**config.mk**
```make
export PLATFORM = sky130hd
export DESIGN_NAME = fgq_host
export DESIGN_NICKNAME = d
export VERILOG_FILES = /design/src/fgq_pkg.sv /design/src/fgq_host.sv /design/src/fgq_sync.sv
export SDC_FILE = /design/constraint.sdc
export NUM_CORES = 1
export LEC_CHECK = 0
export BUFFER_PORTS_ARGS = -buffer_cell sky130_fd_sc_hd__buf_2
export CORE_MARGIN = 4
export CORE_UTILIZATION = 59
export CTS_CLUSTER_SIZE = 8
export DETAILED_ROUTE_END_ITERATION = 12
export PLACE_DENSITY_LB_ADDON = 0.08
export SKIP_CTS_REPAIR_TIMING = 1
export SYNTH_ARGS = -nofsm -noshare
export SYNTH_HDL_FRONTEND = slang
export SYNTH_SLANG_ARGS = --single-unit
export TNS_END_PERCENT = 1
```
**constraint.sdc**
```tcl
create_clock -name clk -period 4.9 [get_ports clk]
set_input_delay 0.735 -clock clk [delete_from_list [all_inputs] [get_ports clk]]
set_output_delay 0.735 -clock clk [all_outputs]
set_load 0.005 [all_outputs]
```
**src/fgq_pkg.sv**
```systemverilog
`default_nettype none
package fgq_pkg;

  localparam int ADDR_W = 22;
  localparam int DATA_W = 16;
  localparam int CNT_W  = 8;

  typedef enum logic [2:0] {
    OP_READ        = 3'h0,
    OP_WRITE       = 3'h1,
    OP_PROGRAM     = 3'h2,
    OP_QUERY_ENTER = 3'h3,
    OP_RESET       = 3'h4,
    OP_QUERY_READ  = 3'h5
  } fgq_op_e;

  // Command cycles written on the data pins.
  localparam logic [7:0]  CMD_QUERY     = 8'h98;
  localparam logic [7:0]  CMD_RESET     = 8'hf0;
  localparam logic [7:0]  CMD_PROGRAM   = 8'ha0;
  localparam logic [7:0]  UNLOCK1_DATA  = 8'haa;
  localparam logic [7:0]  UNLOCK2_DATA  = 8'h55;
  localparam logic [11:0] UNLOCK1_ADDR  = 12'h555;
  localparam logic [11:0] UNLOCK2_ADDR  = 12'h2aa;
  localparam logic [7:0]  QUERY_ADDR    = 8'h55;

  // Query table offsets (word addresses) and expected contents.
  localparam logic [7:0] QUERY_SIG_Q_OFF             = 8'h10;
  localparam logic [7:0] QUERY_SIG_R_OFF             = 8'h11;
  localparam logic [7:0] QUERY_SIG_Y_OFF             = 8'h12;
  localparam logic [7:0] PRIMARY_CMDSET_LO_OFF       = 8'h13;
  localparam logic [7:0] PRIMARY_CMDSET_HI_OFF       = 8'h14;
  localparam logic [7:0] PRIMARY_EXT_PTR_LO_OFF      = 8'h15;
  localparam logic [7:0] PRIMARY_EXT_PTR_HI_OFF      = 8'h16;
  localparam logic [7:0] ALT_CMDSET_LO_OFF           = 8'h17;
  localparam logic [7:0] ALT_CMDSET_HI_OFF           = 8'h18;
  localparam logic [7:0] ALT_EXT_PTR_LO_OFF          = 8'h19;
  localparam logic [7:0] ALT_EXT_PTR_HI_OFF          = 8'h1a;
  localparam logic [7:0] SUPPLY_MIN_CODE_OFF         = 8'h1b;
  localparam logic [7:0] SUPPLY_MAX_CODE_OFF         = 8'h1c;
  localparam logic [7:0] PROG_VOLT_MIN_CODE_OFF      = 8'h1d;
  localparam logic [7:0] PROG_VOLT_MAX_CODE_OFF      = 8'h1e;
  localparam logic [7:0] RESERVED_QUERY_WORD_OFF     = 8'h1f;
  localparam logic [7:0] TYP_BUFFER_WRITE_EXP_OFF    = 8'h20;
  localparam logic [7:0] TYP_BLOCK_ERASE_EXP_OFF     = 8'h21;
  localparam logic [7:0] TYP_CHIP_ERASE_EXP_OFF      = 8'h22;
  localparam logic [7:0] MAX_SINGLE_PROGRAM_MULT_OFF = 8'h23;
  localparam logic [7:0] MAX_BUFFER_WRITE_MULT_OFF   = 8'h24;
  localparam logic [7:0] MAX_BLOCK_ERASE_MULT_OFF    = 8'h25;
  localparam logic [7:0] MAX_CHIP_ERASE_MULT_OFF     = 8'h26;

  localparam logic [15:0] QUERY_SIG_Q             = 16'h0051;
  localparam logic [15:0] QUERY_SIG_R             = 16'h0052;
  localparam logic [15:0] QUERY_SIG_Y             = 16'h0059;
  localparam logic [15:0] PRIMARY_CMDSET_LO       = 16'h0002;
  localparam logic [15:0] PRIMARY_EXT_PTR_LO      = 16'h0040;
  localparam logic [15:0] SUPPLY_MIN_CODE         = 16'h0027;
  localparam logic [15:0] SUPPLY_MAX_CODE         = 16'h0036;
  localparam logic [15:0] RESERVED_QUERY_WORD     = 16'h0007;
  localparam logic [15:0] TYP_BUFFER_WRITE_EXP    = 16'h0007;
  localparam logic [15:0] TYP_BLOCK_ERASE_EXP     = 16'h000a;
  localparam logic [15:0] MAX_SINGLE_PROGRAM_MULT = 16'h0003;
  localparam logic [15:0] MAX_BUFFER_WRITE_MULT   = 16'h0005;
  localparam logic [15:0] MAX_BLOCK_ERASE_MULT    = 16'h0004;
  localparam logic [15:0] QUERY_ZERO              = 16'h0000;

  // Timing, in ns as specified, and derived clock counts.
  localparam int T_CLK_NS      = 4;
  localparam int T_GLITCH_NS   = 3;
  localparam int T_WE_LOW_NS   = 40;
  localparam int T_WE_HIGH_NS  = 20;
  localparam int T_READ_NS     = 80;
  localparam int T_POWERUP_NS  = 1000;
  localparam int SYNC_CYC      = 2;
  localparam int GLITCH_CYC    = (T_GLITCH_NS + T_CLK_NS - 1) / T_CLK_NS;
  localparam int WE_LOW_CYC    = (T_WE_LOW_NS + T_CLK_NS - 1) / T_CLK_NS;
  localparam int WE_HIGH_CYC   = (T_WE_HIGH_NS + T_CLK_NS - 1) / T_CLK_NS;
  localparam int READ_CYC      = (T_READ_NS + T_CLK_NS - 1) / T_CLK_NS
                                 + SYNC_CYC;
  localparam int POWERUP_CYC   = (T_POWERUP_NS + T_CLK_NS - 1) / T_CLK_NS;

  function automatic logic [15:0] query_expect(input logic [7:0] a);
    case (a)
      QUERY_SIG_Q_OFF:             query_expect = QUERY_SIG_Q;
      QUERY_SIG_R_OFF:             query_expect = QUERY_SIG_R;
      QUERY_SIG_Y_OFF:             query_expect = QUERY_SIG_Y;
      PRIMARY_CMDSET_LO_OFF:       query_expect = PRIMARY_CMDSET_LO;
      PRIMARY_EXT_PTR_LO_OFF:      query_expect = PRIMARY_EXT_PTR_LO;
      SUPPLY_MIN_CODE_OFF:         query_expect = SUPPLY_MIN_CODE;
      SUPPLY_MAX_CODE_OFF:         query_expect = SUPPLY_MAX_CODE;
      RESERVED_QUERY_WORD_OFF:     query_expect = RESERVED_QUERY_WORD;
      TYP_BUFFER_WRITE_EXP_OFF:    query_expect = TYP_BUFFER_WRITE_EXP;
      TYP_BLOCK_ERASE_EXP_OFF:     query_expect = TYP_BLOCK_ERASE_EXP;
      MAX_SINGLE_PROGRAM_MULT_OFF: query_expect = MAX_SINGLE_PROGRAM_MULT;
      MAX_BUFFER_WRITE_MULT_OFF:   query_expect = MAX_BUFFER_WRITE_MULT;
      MAX_BLOCK_ERASE_MULT_OFF:    query_expect = MAX_BLOCK_ERASE_MULT;
      default:                     query_expect = QUERY_ZERO;
    endcase
  endfunction

  function automatic logic query_in_table(input logic [7:0] a);
    query_in_table = (a >= QUERY_SIG_Q_OFF) &&
                     (a <= MAX_CHIP_ERASE_MULT_OFF);
  endfunction

endpackage
`default_nettype wire

```
**src/fgq_host.sv**
```systemverilog
`default_nettype none
// Notes on behaviour
// [RULE_01] Write-protect low blocks program/erase of boundary sectors.
// [RULE_02] Write-protect high leaves boundary sectors to prior protection.
// [RULE_03] Write-protect input is pulled up; released pin means unprotected.
// [RULE_04] Program only starts after the unlock cycles precede it.
// [RULE_05] Under supply lockout no writes; device returns to array read.
// [RULE_06] Control pulses under 3 ns never start a write cycle.
// [RULE_07] Writes inhibited if output enable low or chip/write enable high.
// [RULE_08] Host writes with chip and write enable low, output enable high.
// [RULE_09] Write enable held low through power-up gives no command.
// [RULE_10] Power-up puts the command state machine in array read.
// [RULE_11] Data 98h to address 55h enters query mode from array read.
// [RULE_12] Query mode lasts until the reset command returns array read.
// [RULE_13] Query command is accepted from autoselect mode too.
// [RULE_14] Words 10h-12h read 0051h, 0052h, 0059h; byte address doubles.
// [RULE_15] Words 13h-16h read 0002h, 0000h, 0040h, 0000h.
// [RULE_16] Words 17h to 1Ah read 0000h.
// [RULE_17] Words 1Bh, 1Ch read supply codes 0027h and 0036h.
// [RULE_18] Words 1Dh, 1Eh read 0000h.
// [RULE_19] Word 1Fh reads 0007h.
// [RULE_20] Words 20h, 21h read 0007h and 000Ah.
// [RULE_21] Word 22h reads 0000h.
// [RULE_22] Words 23h to 26h read 0003h, 0005h, 0004h, 0000h.
// [RULE_23] In query mode no write other than reset starts program or erase.
module fgq_host #(
  parameter int ADDR_W   = fgq_pkg::ADDR_W,
  parameter int SECTOR_W = 15
)(
  input  wire logic                       clk,
  input  wire logic                       rst_b,
  input  wire logic                       cmd_valid,
  output logic                            cmd_ready,
  input  wire logic [2:0]                 cmd_op,
  input  wire logic [ADDR_W-1:0]          cmd_addr,
  input  wire logic [fgq_pkg::DATA_W-1:0] cmd_data,
  input  wire logic                       byte_mode,
  input  wire logic                       wp_enable,
  output logic                            rsp_valid,
  output logic [fgq_pkg::DATA_W-1:0]      rsp_data,
  output logic                            rsp_match,
  output logic                            rsp_error,
  output logic                            query_mode,
  output logic                            lockout,
  output logic [ADDR_W-1:0]               flash_addr,
  output logic [fgq_pkg::DATA_W-1:0]      flash_dq_o,
  output logic                            flash_dq_oe_b,
  input  wire logic [fgq_pkg::DATA_W-1:0] flash_dq_i,
  output logic                            flash_ce_b,
  output logic                            flash_oe_b,
  output logic                            flash_we_b,
  output logic                            flash_wp_o,
  output logic                            flash_wp_oe_b,
  input  wire logic                       flash_lockout
);

  localparam int CW = fgq_pkg::CNT_W;

  if (SECTOR_W >= ADDR_W || SECTOR_W < 1) begin : g_bad_sector
    $error("fgq_host: SECTOR_W must lie between 1 and ADDR_W-1");
  end
  if (fgq_pkg::POWERUP_CYC >= (1 << CW) ||
      fgq_pkg::READ_CYC >= (1 << CW)) begin : g_bad_count
    $error("fgq_host: timing count exceeds counter width");
  end
  if (fgq_pkg::WE_LOW_CYC <= fgq_pkg::GLITCH_CYC) begin : g_bad_pulse
    $error("fgq_host: write pulse not longer than glitch filter");
  end

  typedef enum logic [2:0] {
    ST_POWER   = 3'h0,
    ST_IDLE    = 3'h1,
    ST_WR_SET  = 3'h2,
    ST_WR_LOW  = 3'h3,
    ST_WR_HIGH = 3'h4,
    ST_RD      = 3'h5,
    ST_DONE    = 3'h6
  } fgq_state_e;

  fgq_state_e                 state;
  fgq_state_e                 next_state;
  logic [CW-1:0]              cnt;
  logic [CW-1:0]              next_cnt;
  logic [1:0]                 step;
  logic [2:0]                 op;
  logic [ADDR_W-1:0]          op_addr;
  logic [fgq_pkg::DATA_W-1:0] op_data;
  logic                       op_err;
  logic [fgq_pkg::DATA_W-1:0] dq_sync;
  logic                       lockout_sync;

  fgq_sync #(
    .W (fgq_pkg::DATA_W + 1)
  ) u_sync (
    .clk   (clk),
    .rst_b (rst_b),
    .d     ({flash_lockout, flash_dq_i}),
    .q     ({lockout_sync, dq_sync})
  );

  wire accept     = cmd_valid && cmd_ready;
  wire is_program = (cmd_op == fgq_pkg::OP_PROGRAM);
  wire is_write   = (cmd_op == fgq_pkg::OP_WRITE) || is_program ||
                    (cmd_op == fgq_pkg::OP_QUERY_ENTER) ||
                    (cmd_op == fgq_pkg::OP_RESET);
  wire is_read    = (cmd_op == fgq_pkg::OP_READ) ||
                    (cmd_op == fgq_pkg::OP_QUERY_READ);
  wire [ADDR_W-SECTOR_W-1:0] sector = cmd_addr[ADDR_W-1:SECTOR_W];
  wire boundary   = (sector == '0) || (sector == '1);
  // Programs to boundary sectors are refused while the pin is pulled low.
  wire wp_block   = is_program && wp_enable && boundary; // [RULE_01]
  // Writes accepted under lockout and programs in query mode are never issued.
  wire lock_block = is_write && lockout_sync; // [RULE_05]
  wire qry_block  = (is_program || cmd_op == fgq_pkg::OP_WRITE) &&
                    query_mode; // [RULE_23]
  wire qread_bad  = (cmd_op == fgq_pkg::OP_QUERY_READ) && !query_mode;
  wire bad_op     = !is_write && !is_read;
  wire refuse     = wp_block || lock_block || qry_block || qread_bad ||
                    bad_op;

  // Program is the three unlock cycles followed by the data cycle.
  wire [1:0] last_step = (op==fgq_pkg::OP_PROGRAM) ? 2'h3 : 2'h0; // [RULE_04]
  wire [ADDR_W-1:0] unlock1_a = ADDR_W'(fgq_pkg::UNLOCK1_ADDR);
  wire [ADDR_W-1:0] unlock2_a = ADDR_W'(fgq_pkg::UNLOCK2_ADDR);
  // Query entry address doubles in byte mode, as do table reads.
  wire [ADDR_W-1:0] query_a   = byte_mode ?
                    ADDR_W'({fgq_pkg::QUERY_ADDR, 1'b0}) :
                    ADDR_W'(fgq_pkg::QUERY_ADDR); // [RULE_11]
  wire [ADDR_W-1:0] qread_a   = byte_mode ?
                    {op_addr[ADDR_W-2:0], 1'b0} : op_addr; // [RULE_14]

  logic [ADDR_W-1:0]          seq_addr;
  logic [fgq_pkg::DATA_W-1:0] seq_data;

  always_comb begin
    seq_addr = op_addr;
    seq_data = op_data;
    case (op)
      fgq_pkg::OP_PROGRAM: begin
        case (step)
          2'h0: begin
            seq_addr = unlock1_a;
            seq_data = 16'(fgq_pkg::UNLOCK1_DATA);
          end
          2'h1: begin
            seq_addr = unlock2_a;
            seq_data = 16'(fgq_pkg::UNLOCK2_DATA);
          end
          2'h2: begin
            seq_addr = unlock1_a;
            seq_data = 16'(fgq_pkg::CMD_PROGRAM);
          end
          default: begin
            seq_addr = op_addr;
            seq_data = op_data;
          end
        endcase
      end
      fgq_pkg::OP_QUERY_ENTER: begin
        seq_addr = query_a;
        seq_data = 16'(fgq_pkg::CMD_QUERY); // [RULE_11] [RULE_13]
      end
      fgq_pkg::OP_RESET: begin
        seq_data = 16'(fgq_pkg::CMD_RESET); // [RULE_12]
      end
      fgq_pkg::OP_QUERY_READ: begin
        seq_addr = qread_a;
      end
      default: begin
        seq_addr = op_addr;
        seq_data = op_data;
      end
    endcase
  end

  wire cnt_zero = (cnt == '0);

  always_comb begin
    next_state = state;
    next_cnt   = cnt_zero ? cnt : cnt - 1'b1;
    case (state)
      ST_POWER: begin
        // Pins other than write protect stay inactive until the device has finished powering up.
        if (cnt_zero) begin // [RULE_09] [RULE_10]
          next_state = ST_IDLE;
        end
      end
      ST_IDLE: begin
        if (accept) begin
          if (refuse) begin
            next_state = ST_DONE;
          end else if (is_read) begin
            next_state = ST_RD;
            next_cnt   = CW'(fgq_pkg::READ_CYC - 1);
          end else begin
            next_state = ST_WR_SET;
          end
        end
      end
      ST_WR_SET: begin
        next_state = ST_WR_LOW;
        next_cnt   = CW'(fgq_pkg::WE_LOW_CYC - 1);
      end
      ST_WR_LOW: begin
        // Write pulse is held well beyond the glitch filter width.
        if (cnt_zero) begin // [RULE_06]
          next_state = ST_WR_HIGH;
          next_cnt   = CW'(fgq_pkg::WE_HIGH_CYC - 1);
        end
      end
      ST_WR_HIGH: begin
        if (cnt_zero) begin
          next_state = (step == last_step) ? ST_DONE : ST_WR_SET;
        end
      end
      ST_RD: begin
        if (cnt_zero) begin
          next_state = ST_DONE;
        end
      end
      ST_DONE: begin
        next_state = ST_IDLE;
      end
      default: begin
        next_state = ST_IDLE;
      end
    endcase
  end

  // Chip enable is low through setup and the write pulse, output enable stays
  // high, and write enable is low only inside it.
  wire wr_active  = (next_state == ST_WR_SET) ||
                    (next_state == ST_WR_LOW); // [RULE_08]
  wire next_we_b  = (next_state != ST_WR_LOW); // [RULE_07]
  wire next_ce_b  = !(wr_active || next_state == ST_RD);
  wire next_oe_b  = (next_state != ST_RD); // [RULE_07]
  wire next_drive = wr_active || (next_state == ST_WR_HIGH);
  wire rd_end     = (state == ST_RD) && cnt_zero;
  wire wr_end     = (state == ST_WR_HIGH) && cnt_zero;
  wire low_byte_ok = dq_sync[7:0] == // [RULE_14] [RULE_15] [RULE_16] [RULE_17]
                     8'(fgq_pkg::query_expect(op_addr[7:0])); // [RULE_18]
  wire word_ok    = dq_sync == fgq_pkg::query_expect(op_addr[7:0]);
  // Table reads are checked against the fixed query contents.
  wire table_ok   = fgq_pkg::query_in_table(op_addr[7:0]) && // [RULE_19]
                    (byte_mode ? low_byte_ok : word_ok); // [RULE_20] [RULE_21]

  always_ff @(posedge clk or negedge rst_b) begin
    if (!rst_b) begin
      state <= ST_POWER;
      cnt   <= CW'(fgq_pkg::POWERUP_CYC - 1);
    end else begin
      state <= next_state;
      cnt   <= next_cnt;
    end
  end

  always_ff @(posedge clk or negedge rst_b) begin
    if (!rst_b) begin
      op      <= 3'h0;
      op_addr <= '0;
      op_data <= '0;
      op_err  <= 1'b0;
    end else if (accept) begin
      op      <= cmd_op;
      op_addr <= cmd_addr;
      op_data <= cmd_data;
      op_err  <= refuse;
    end
  end

  always_ff @(posedge clk or negedge rst_b) begin
    if (!rst_b) begin
      step <= 2'h0;
    end else if (accept) begin
      step <= 2'h0;
    end else if (wr_end && step != last_step) begin
      step <= step + 2'h1;
    end
  end

  always_ff @(posedge clk or negedge rst_b) begin
    if (!rst_b) begin
      flash_ce_b    <= 1'b1;
      flash_oe_b    <= 1'b1;
      flash_we_b    <= 1'b1;
      flash_dq_oe_b <= 1'b1;
      flash_addr    <= '0;
      flash_dq_o    <= '0;
    end else begin
      flash_ce_b    <= next_ce_b;
      flash_oe_b    <= next_oe_b;
      flash_we_b    <= next_we_b;
      flash_dq_oe_b <= !next_drive;
      flash_addr    <= seq_addr;
      flash_dq_o    <= seq_data;
    end
  end

  // Protection pin is driven low or released to its pull-up.
  always_ff @(posedge clk or negedge rst_b) begin
    if (!rst_b) begin
      flash_wp_oe_b <= 1'b1;
    end else begin
      flash_wp_oe_b <= !wp_enable; // [RULE_02] [RULE_03]
    end
  end

  assign flash_wp_o = 1'b0;

  always_ff @(posedge clk or negedge rst_b) begin
    if (!rst_b) begin
      query_mode <= 1'b0;
    end else if (lockout_sync) begin
      query_mode <= 1'b0; // [RULE_05]
    end else if (wr_end && step == last_step) begin
      if (op == fgq_pkg::OP_QUERY_ENTER) begin
        query_mode <= 1'b1; // [RULE_11] [RULE_13]
      end else if (op == fgq_pkg::OP_RESET) begin
        query_mode <= 1'b0; // [RULE_12]
      end
    end
  end

  always_ff @(posedge clk or negedge rst_b) begin
    if (!rst_b) begin
      lockout   <= 1'b0;
      rsp_valid <= 1'b0;
      rsp_data  <= '0;
      rsp_match <= 1'b0;
      rsp_error <= 1'b0;
    end else begin
      lockout   <= lockout_sync;
      rsp_valid <= (state == ST_DONE);
      if (rd_end) begin
        rsp_data  <= dq_sync;
        rsp_match <= (op == fgq_pkg::OP_QUERY_READ) && table_ok; // [RULE_22]
      end else if (state == ST_IDLE && accept) begin
        rsp_data  <= '0;
        rsp_match <= 1'b0;
      end
      if (state == ST_DONE) begin
        rsp_error <= op_err;
      end
    end
  end

  assign cmd_ready = (state == ST_IDLE);

endmodule
`default_nettype wire

```
**src/fgq_sync.sv**
```systemverilog
`default_nettype none
module fgq_sync #(
  parameter int W = 1
)(
  input  wire logic         clk,
  input  wire logic         rst_b,
  input  wire logic [W-1:0] d,
  output var  logic [W-1:0] q
);

  logic [W-1:0] meta;

  // Two-stage synchroniser for pins sampled from outside the clock domain.
  always_ff @(posedge clk or negedge rst_b) begin
    if (!rst_b) begin
      meta <= '0;
      q    <= '0;
    end else begin
      meta <= d;
      q    <= meta;
    end
  end

endmodule
`default_nettype wire

```
==> impl_metrics.env, run 1 <==
export IMPL_ys_ff_latch=153
export IMPL_io_pins=129
export IMPL_path_clk_slew_ns=0.07
export IMPL_drcViolationCount=0
export IMPL_placed_area_mm2=0.007086
export IMPL_yosys_area_share_simple=0.1951
export IMPL_setup_viol=0
export IMPL_cts_tree="done"
export IMPL_fin_tns_setup_ns=0
export IMPL_wirelength_um=14470
export IMPL_fin_nets=817
export IMPL_cts_sinks=153
export IMPL_pwr_share_comb=0.287
export IMPL_synth_area_top_cells="dfrtp_1 (55%), nand2_1 (9.5%), dfstp_2 (4.5%)"
export IMPL_hpwl_um=9455
export IMPL_finalCritPeriodShare=0.6203
export IMPL_die_area_mm2=0.01259
export IMPL_gp_congestion=0.9654
export IMPL_p_leak_nw=3.784
export IMPL_synthXorXnorAreaFrac=0.01367
export IMPL_netSwitchingFraction=0.3464
export IMPL_antenna_cells=0
export IMPL_clock_latency_ns=0.54
export IMPL_syn_nets=706
export IMPL_grt_max_degree=112
export IMPL_critical_path_class="reg -> reg"
export IMPL_setup_worst_path_start_class="flop"
export IMPL_pwr_share_seq=0.440
export IMPL_synth_mux_area_fraction=0.01504
export IMPL_yosysMostFrequentCell="nand2_1"
export IMPL_rsz0062_at_grt="no"
export IMPL_max_freq_mhz=329.0
export IMPL_seq_area_frac_synth=0.5997
export IMPL_p_switching_mw=1.642
export IMPL_grt_pass1_vias=4794
export IMPL_regToRegSetupSlack_ns=1.86
export IMPL_tightest_slew_ns=1.071
export IMPL_ant_nets=0
export IMPL_initial_utilization=0.6124
export IMPL_powerDensity_mw_per_mm2=617.3
export IMPL_skew_ns=0.008387
export IMPL_coreArea_mm2=0.01046
export IMPL_power_internal_mw=3.097
export IMPL_syn_to_final_growth_pct=19.82
export IMPL_outcome="completed"
export IMPL_dieHeight_um=112.2
export IMPL_antenna_found_initial=0
export IMPL_synth_edff_count=0
export IMPL_reg2reg_depth=6
export IMPL_cts_buffer_depth=2
export IMPL_drive_gt1_frac=0.2450
export IMPL_wl_per_cell_um=16.24
export IMPL_grtUsageTotal=0.2388
export IMPL_htree_levels=4
export IMPL_slew_violations=0
export IMPL_required_ns=5.31
export IMPL_worstPathArrival_ns=3.45
export IMPL_yosys_area_share_adder=0.02343
export IMPL_drt_pass1_iter_count=7
export IMPL_finalHoldViolations=0
export IMPL_synth_compound_area_frac=0.1222
export IMPL_drv_cap=0
export IMPL_synth_area_mm2=0.006407
export IMPL_rows=37
export IMPL_yosysWarningCount=0
export IMPL_syn_avg_cell_area_um2=10.15
export IMPL_yosys_area_top_type="dfrtp_1"
export IMPL_vias_per_cell=5.568
export IMPL_gr_total_overflow=0
export IMPL_cts_buffers=17
export IMPL_io_buffers=127
export IMPL_drtIter0Drc=511
export IMPL_end_kind="flop"
export IMPL_root_buffer="clkbuf_8"
export IMPL_postLayoutCellArea_mm2=0.007677
export IMPL_relSlewSlack=0.2836
export IMPL_synthFlopType="dfrtp_1"
export IMPL_vias=4961
export IMPL_p_clk_frac=0.273
export IMPL_synthArstFlopShare=1.000
export IMPL_hold_path_class="in -> async"
export IMPL_ir_worst_vdd_v=0.0003819
export IMPL_synth_cells=631
export IMPL_synth_top_family_by_area="simple AND/OR/NAND/NOR gates"
export IMPL_grt_pass1_wl_um=24050
export IMPL_synth_common_cells="nand2_1 (162), dfrtp_1 (142), o21ai_0 (45)"
export IMPL_netlist_cell_type_count=62
export IMPL_synth_top_area_share=0.5546
export IMPL_min_period_ns=3.039
export IMPL_cp_max_fo=55
export IMPL_die_x_um=112.2
power groups by stage:
| stage | Combinational [mW] | Sequential [mW] | Clock (mW) |
|---|---|---|---|
| floorplan | 0.966 | 1.96 | 0 |
| global placement | 1.30 | 2.08 | 0 |
| detailed placement | 1.35 | 2.09 | 0 |
| CTS | 1.37 | 2.08 | 1.32 |
| global route | 1.55 | 2.14 | 1.38 |
| finish | 1.36 | 2.08 | 1.30 |
final timing paths:
check / start / end
setup / recovery: state[0]$_DFF_PN0_ / cnt[1]$_DFF_PN0_
hold / removal: rst_b / flash_dq_o[13]$_DFF_PN0_
setup reg to reg: state[0]$_DFF_PN0_ / cnt[1]$_DFF_PN0_
hold reg to reg: u_sync.meta[16]$_DFF_PN0_ / u_sync.q[16]$_DFF_PN0_
max in group asynchronous: rst_b / flash_dq_oe_b$_DFF_PN1_
min in group clk: flash_dq_i[5] / u_sync.meta[5]$_DFF_PN0_
worst max-delay path, cell delays in order, from the launching register on:
cell	delay (ns)
dfrtp_1	0.55
nor3b_2	0.35
nand2_2	0.66
nor3_1	0.62
nand3_1	0.26
a22oi_1	0.37
nor2_1	0.09
cells by family (layout without fill, tap and decap cells):
kind of cell,after synthesis,in the layout
muxes,8,8
AOI/OAI and AO/OA,124,124
buffers and inverters,49,173
DFF,153,153
xor gates and xnor gates,10,10
adders and majority gates,12,12
and+or+nand+nor,274,274
other,1,1
metal layers:
layer | track usage | wire, um
met5 | 0 | 0
met4 | 0.08654 | 300
met3 | 0.06846 | 874
met2 | 0.3747 | 7100
met1 | 0.3206 | 6194
stage by stage:
stage	std cells	hold slack (ns)	power [mW]	utilization	setup slack [ns]
floorplan	631	0.3312	2.927	-	2.591
global placement	859	0.3315	3.381	0.6772	1.993
detailed placement	859	0.3347	3.440	0.6772	1.880
CTS	891	0.2718	4.767	0.7338	1.846
global route	891	0.2720	5.068	0.7338	1.466
finish	891	0.2840	4.739	0.7338	1.861
flip-flops by register name (all words and copies together) (netlist names):
register,cells
lockout,1
op_addr,22
flash_oe_b,1
u_sync.q,17
rsp_valid,1
flash_wp_oe_b,1
cnt,8
op,3
step,2
flash_dq_o,16
rsp_data,16
flash_ce_b,1
flash_dq_oe_b,1
flash_addr,22
u_sync.meta,17
state,3
flash_we_b,1
query_mode,1
rsp_error,1
op_data,16
rsp_match,1
op_err,1
area by class of cell:
type / count / area [um^2]
Clock buffer: 18 / 427.9
Clock inverter: 14 / 163.9
Fill cell: 730 / 2785
Inverter: 13 / 48.80
Multi-Input combinational cell: 429 / 2375
Sequential cell: 153 / 3842
Tap cell: 136 / 170.2
Timing Repair Buffer: 128 / 649.4
layout by cell type, fill, tap and decap left out, drive strengths merged, types with 4 or more instances in the layout:
cell and instances:
nor3 10, inv 18, nor2b 6, dfstp 11, clkinv 4, nand2b 8, nand2 162, nand3 8
o31ai 4, nor4 6, nor3b 6, clkbuf 18, buf 128, xor2 7, mux2i 5, nand3b 4
nor2 33, a22o 12, o21ai 45, dfrtp 142, o22ai 7, a21oi 27, ha 12, and2 13
Note: power is estimated with default switching activity, not from simulation.
==> run 2, diff against run 1 <==
CORE_UTILIZATION = 49   (was 59)
clock period = 2.5 ns   (was 4.9 ns; I/O delays follow)
==> run 2 against run 1 <==
  * Via count fell by 1.3%
  * First-iteration DRC count fell by 17%
  * Sequential power rose by 91%
  * Critical path depth rose by 3
  * Clock power rose by 90%
  * Die area rose by 19%
  * Worst setup slack got worse by 1.6 ns
  * Final area rose by 3.0%
  * Flip-flop and latch count did not move
  * Critical endpoint is now flash_dq_oe_b$_DFF_PN1_
  * Clock skew fell by 0.0037 ns
  * Global-route usage fell by 3.1 points
  * Register-to-register slack got worse by 1.6 ns
==> impl_metrics.env, run 2 (synthesized netlist as in run 1, its figures left out) <==
export IMPL_finalHoldViolations=0
export IMPL_initial_utilization=0.5036
export IMPL_die_x_um=122.4
export IMPL_rows=41
export IMPL_grtUsageTotal=0.2079
export IMPL_crit_chain="inv_1 > ha_1 > nor4b_2 > and2_1 > inv_2 > o21ai_0 > a211o_1 > or2_1 > a211oi_2"
export IMPL_die_area_mm2=0.01497
export IMPL_critical_path_class="reg -> reg"
export IMPL_final_common_cell="nand2_1"
export IMPL_required_ns=2.85
export IMPL_hold_ws_ns=0.05093
export IMPL_cts_tree="done"
export IMPL_syn_to_final_growth_pct=23.39
export IMPL_preCtsSetupSlack_ns=0.1778
export IMPL_fill_cells=1112
export IMPL_cts_buffers=17
export IMPL_io_pins=129
export IMPL_min_period_ns=2.274
export IMPL_wirelength_um=14730
export IMPL_hold_path_class="in -> reg"
export IMPL_skew_ns=0.004649
export IMPL_antenna_found_initial=0
export IMPL_antenna_cells=0
export IMPL_gp_congestion=0.8496
export IMPL_critPathSlowestCell="dfstp_2"
export IMPL_ant_nets=0
export IMPL_path_clk_slew_ns=0.06
export IMPL_max_freq_mhz=439.8
export IMPL_relSlewSlack=0.4820
export IMPL_drive_gt1_frac=0.2699
export IMPL_cts_sinks=153
export IMPL_path_buf_inv=2
export IMPL_grt_max_degree=55
export IMPL_clock_latency_ns=0.42
export IMPL_multi_input_area_mm2=0.002387
export IMPL_outcome="completed"
export IMPL_setup_slack_ns=0.2262
export IMPL_coreArea_mm2=0.01272
export IMPL_root_buffer="clkbuf_16"
export IMPL_end_kind="flop"
export IMPL_slew_violations=0
export IMPL_vias=4897
export IMPL_setup_worst_path_start_class="flop"
export IMPL_final_cell_mix="nand2_1 (161), dfrtp_1 (142), buf_2 (126)"
export IMPL_top_regs="flash_addr (22), op_addr (22)"
export IMPL_finalCritPeriodShare=0.9095
export IMPL_max_stage_delay_ns=0.53
export IMPL_powerDensity_mw_per_mm2=1183
export IMPL_cpLargestDelayFamily="simple AND/OR/NAND/NOR gates"
export IMPL_grt_pass1_wl_um=24160
export IMPL_io_buffers=127
export IMPL_fin_nets=840
export IMPL_tightest_slew_ns=0.7741
export IMPL_htree_levels=4
export IMPL_cts_buffer_depth=2
export IMPL_gr_total_overflow=0
export IMPL_hpwl_um=10300
export IMPL_wl_per_cell_um=15.51
export IMPL_seqCellArea_mm2=0.003842
export IMPL_cp_max_fo=4
export IMPL_drtIter0Drc=424
export IMPL_vias_per_cell=5.155
export IMPL_setup_viol=0
export IMPL_fin_tns_setup_ns=0
export IMPL_worstPathArrival_ns=2.62
export IMPL_dieHeight_um=122.4
export IMPL_grt_pass1_vias=4935
export IMPL_p_leak_nw=3.907
export IMPL_drt_pass1_iter_count=5
export IMPL_ir_worst_vdd_v=0.0005901
export IMPL_rsz0062_at_grt="no"
export IMPL_drcViolationCount=0
export IMPL_drv_cap=0
[run 2: cell count changes in the layout (fill, tap and decap cells not counted), sizes merged]
cell | previous run | this run
inv | 18 | 21
dlygate4sd3 | 0 | 1
bufinv | 2 | 1
clkinvlp | 3 | 2
clkinv | 4 | 3
buf | 128 | 150
[run 2: final cells by class]
type | instances | area share
Sequential cell | 153 | 0.4860
Multi-Input combinational cell | 429 | 0.3019
Timing Repair Buffer | 151 | 0.1059
Clock buffer | 18 | 0.05555
Tap cell | 172 | 0.02722
Clock inverter | 14 | 0.01725
Inverter | 13 | 0.006172
[run 2: path summary, 6_finish.rpt]
kind	start	endpoint	slack [ns]	depth (start not counted)
min reg2reg	u_sync.meta[7]$_DFF_PN0_	u_sync.q[7]$_DFF_PN0_	0.35	0
max reg2reg	cnt[0]$_DFF_PN1_	flash_dq_oe_b$_DFF_PN1_	0.23	9
min in group asynchronous	rst_b	op_data[12]$_DFFE_PN0P_	0.46	2
max	cnt[0]$_DFF_PN1_	flash_dq_oe_b$_DFF_PN1_	0.23	9
max in group asynchronous	rst_b	cnt[7]$_DFF_PN1_	1.33	3
min	flash_dq_i[13]	u_sync.meta[13]$_DFF_PN0_	0.05	1
[run 2: metrics by stage]
step	util	instances	power, mW	instance area [um^2]
final	0.6215	950	9.354	7906
after global routing	0.6215	950	10.04	7906
after CTS	0.6197	949	9.428	7884
after detailed placement	0.5744	917	6.910	7308
after global placement	0.5744	917	6.805	7308
after floorplan	-	631	5.736	6407
[run 2: worst register-to-register path, cell delays in order, from the launching register on]
cell	delay, ns
dfstp_2	0.53
inv_1	0.06
ha_1	0.24
nor4b_2	0.20
and2_1	0.18
inv_2	0.09
o21ai_0	0.08
a211o_1	0.34
or2_1	0.26
a211oi_2	0.22
[run 2: per-layer routing]
metal  global-route usage  part of all wire  vias up
li1                     -                 -     2404
met1               0.2852              0.45     2315
met2               0.3215              0.47      157
met3              0.05484             0.057       21
met4              0.07488             0.017        0
met5                    0                 0        -
[run 2: report_power, final]
part	switching, mW	total, mW	internal [mW]
Combinational	1.56	2.90	1.34
Sequential	0.604	3.98	3.38
Clock	1.05	2.47	1.42
Total	3.22	9.35	6.13
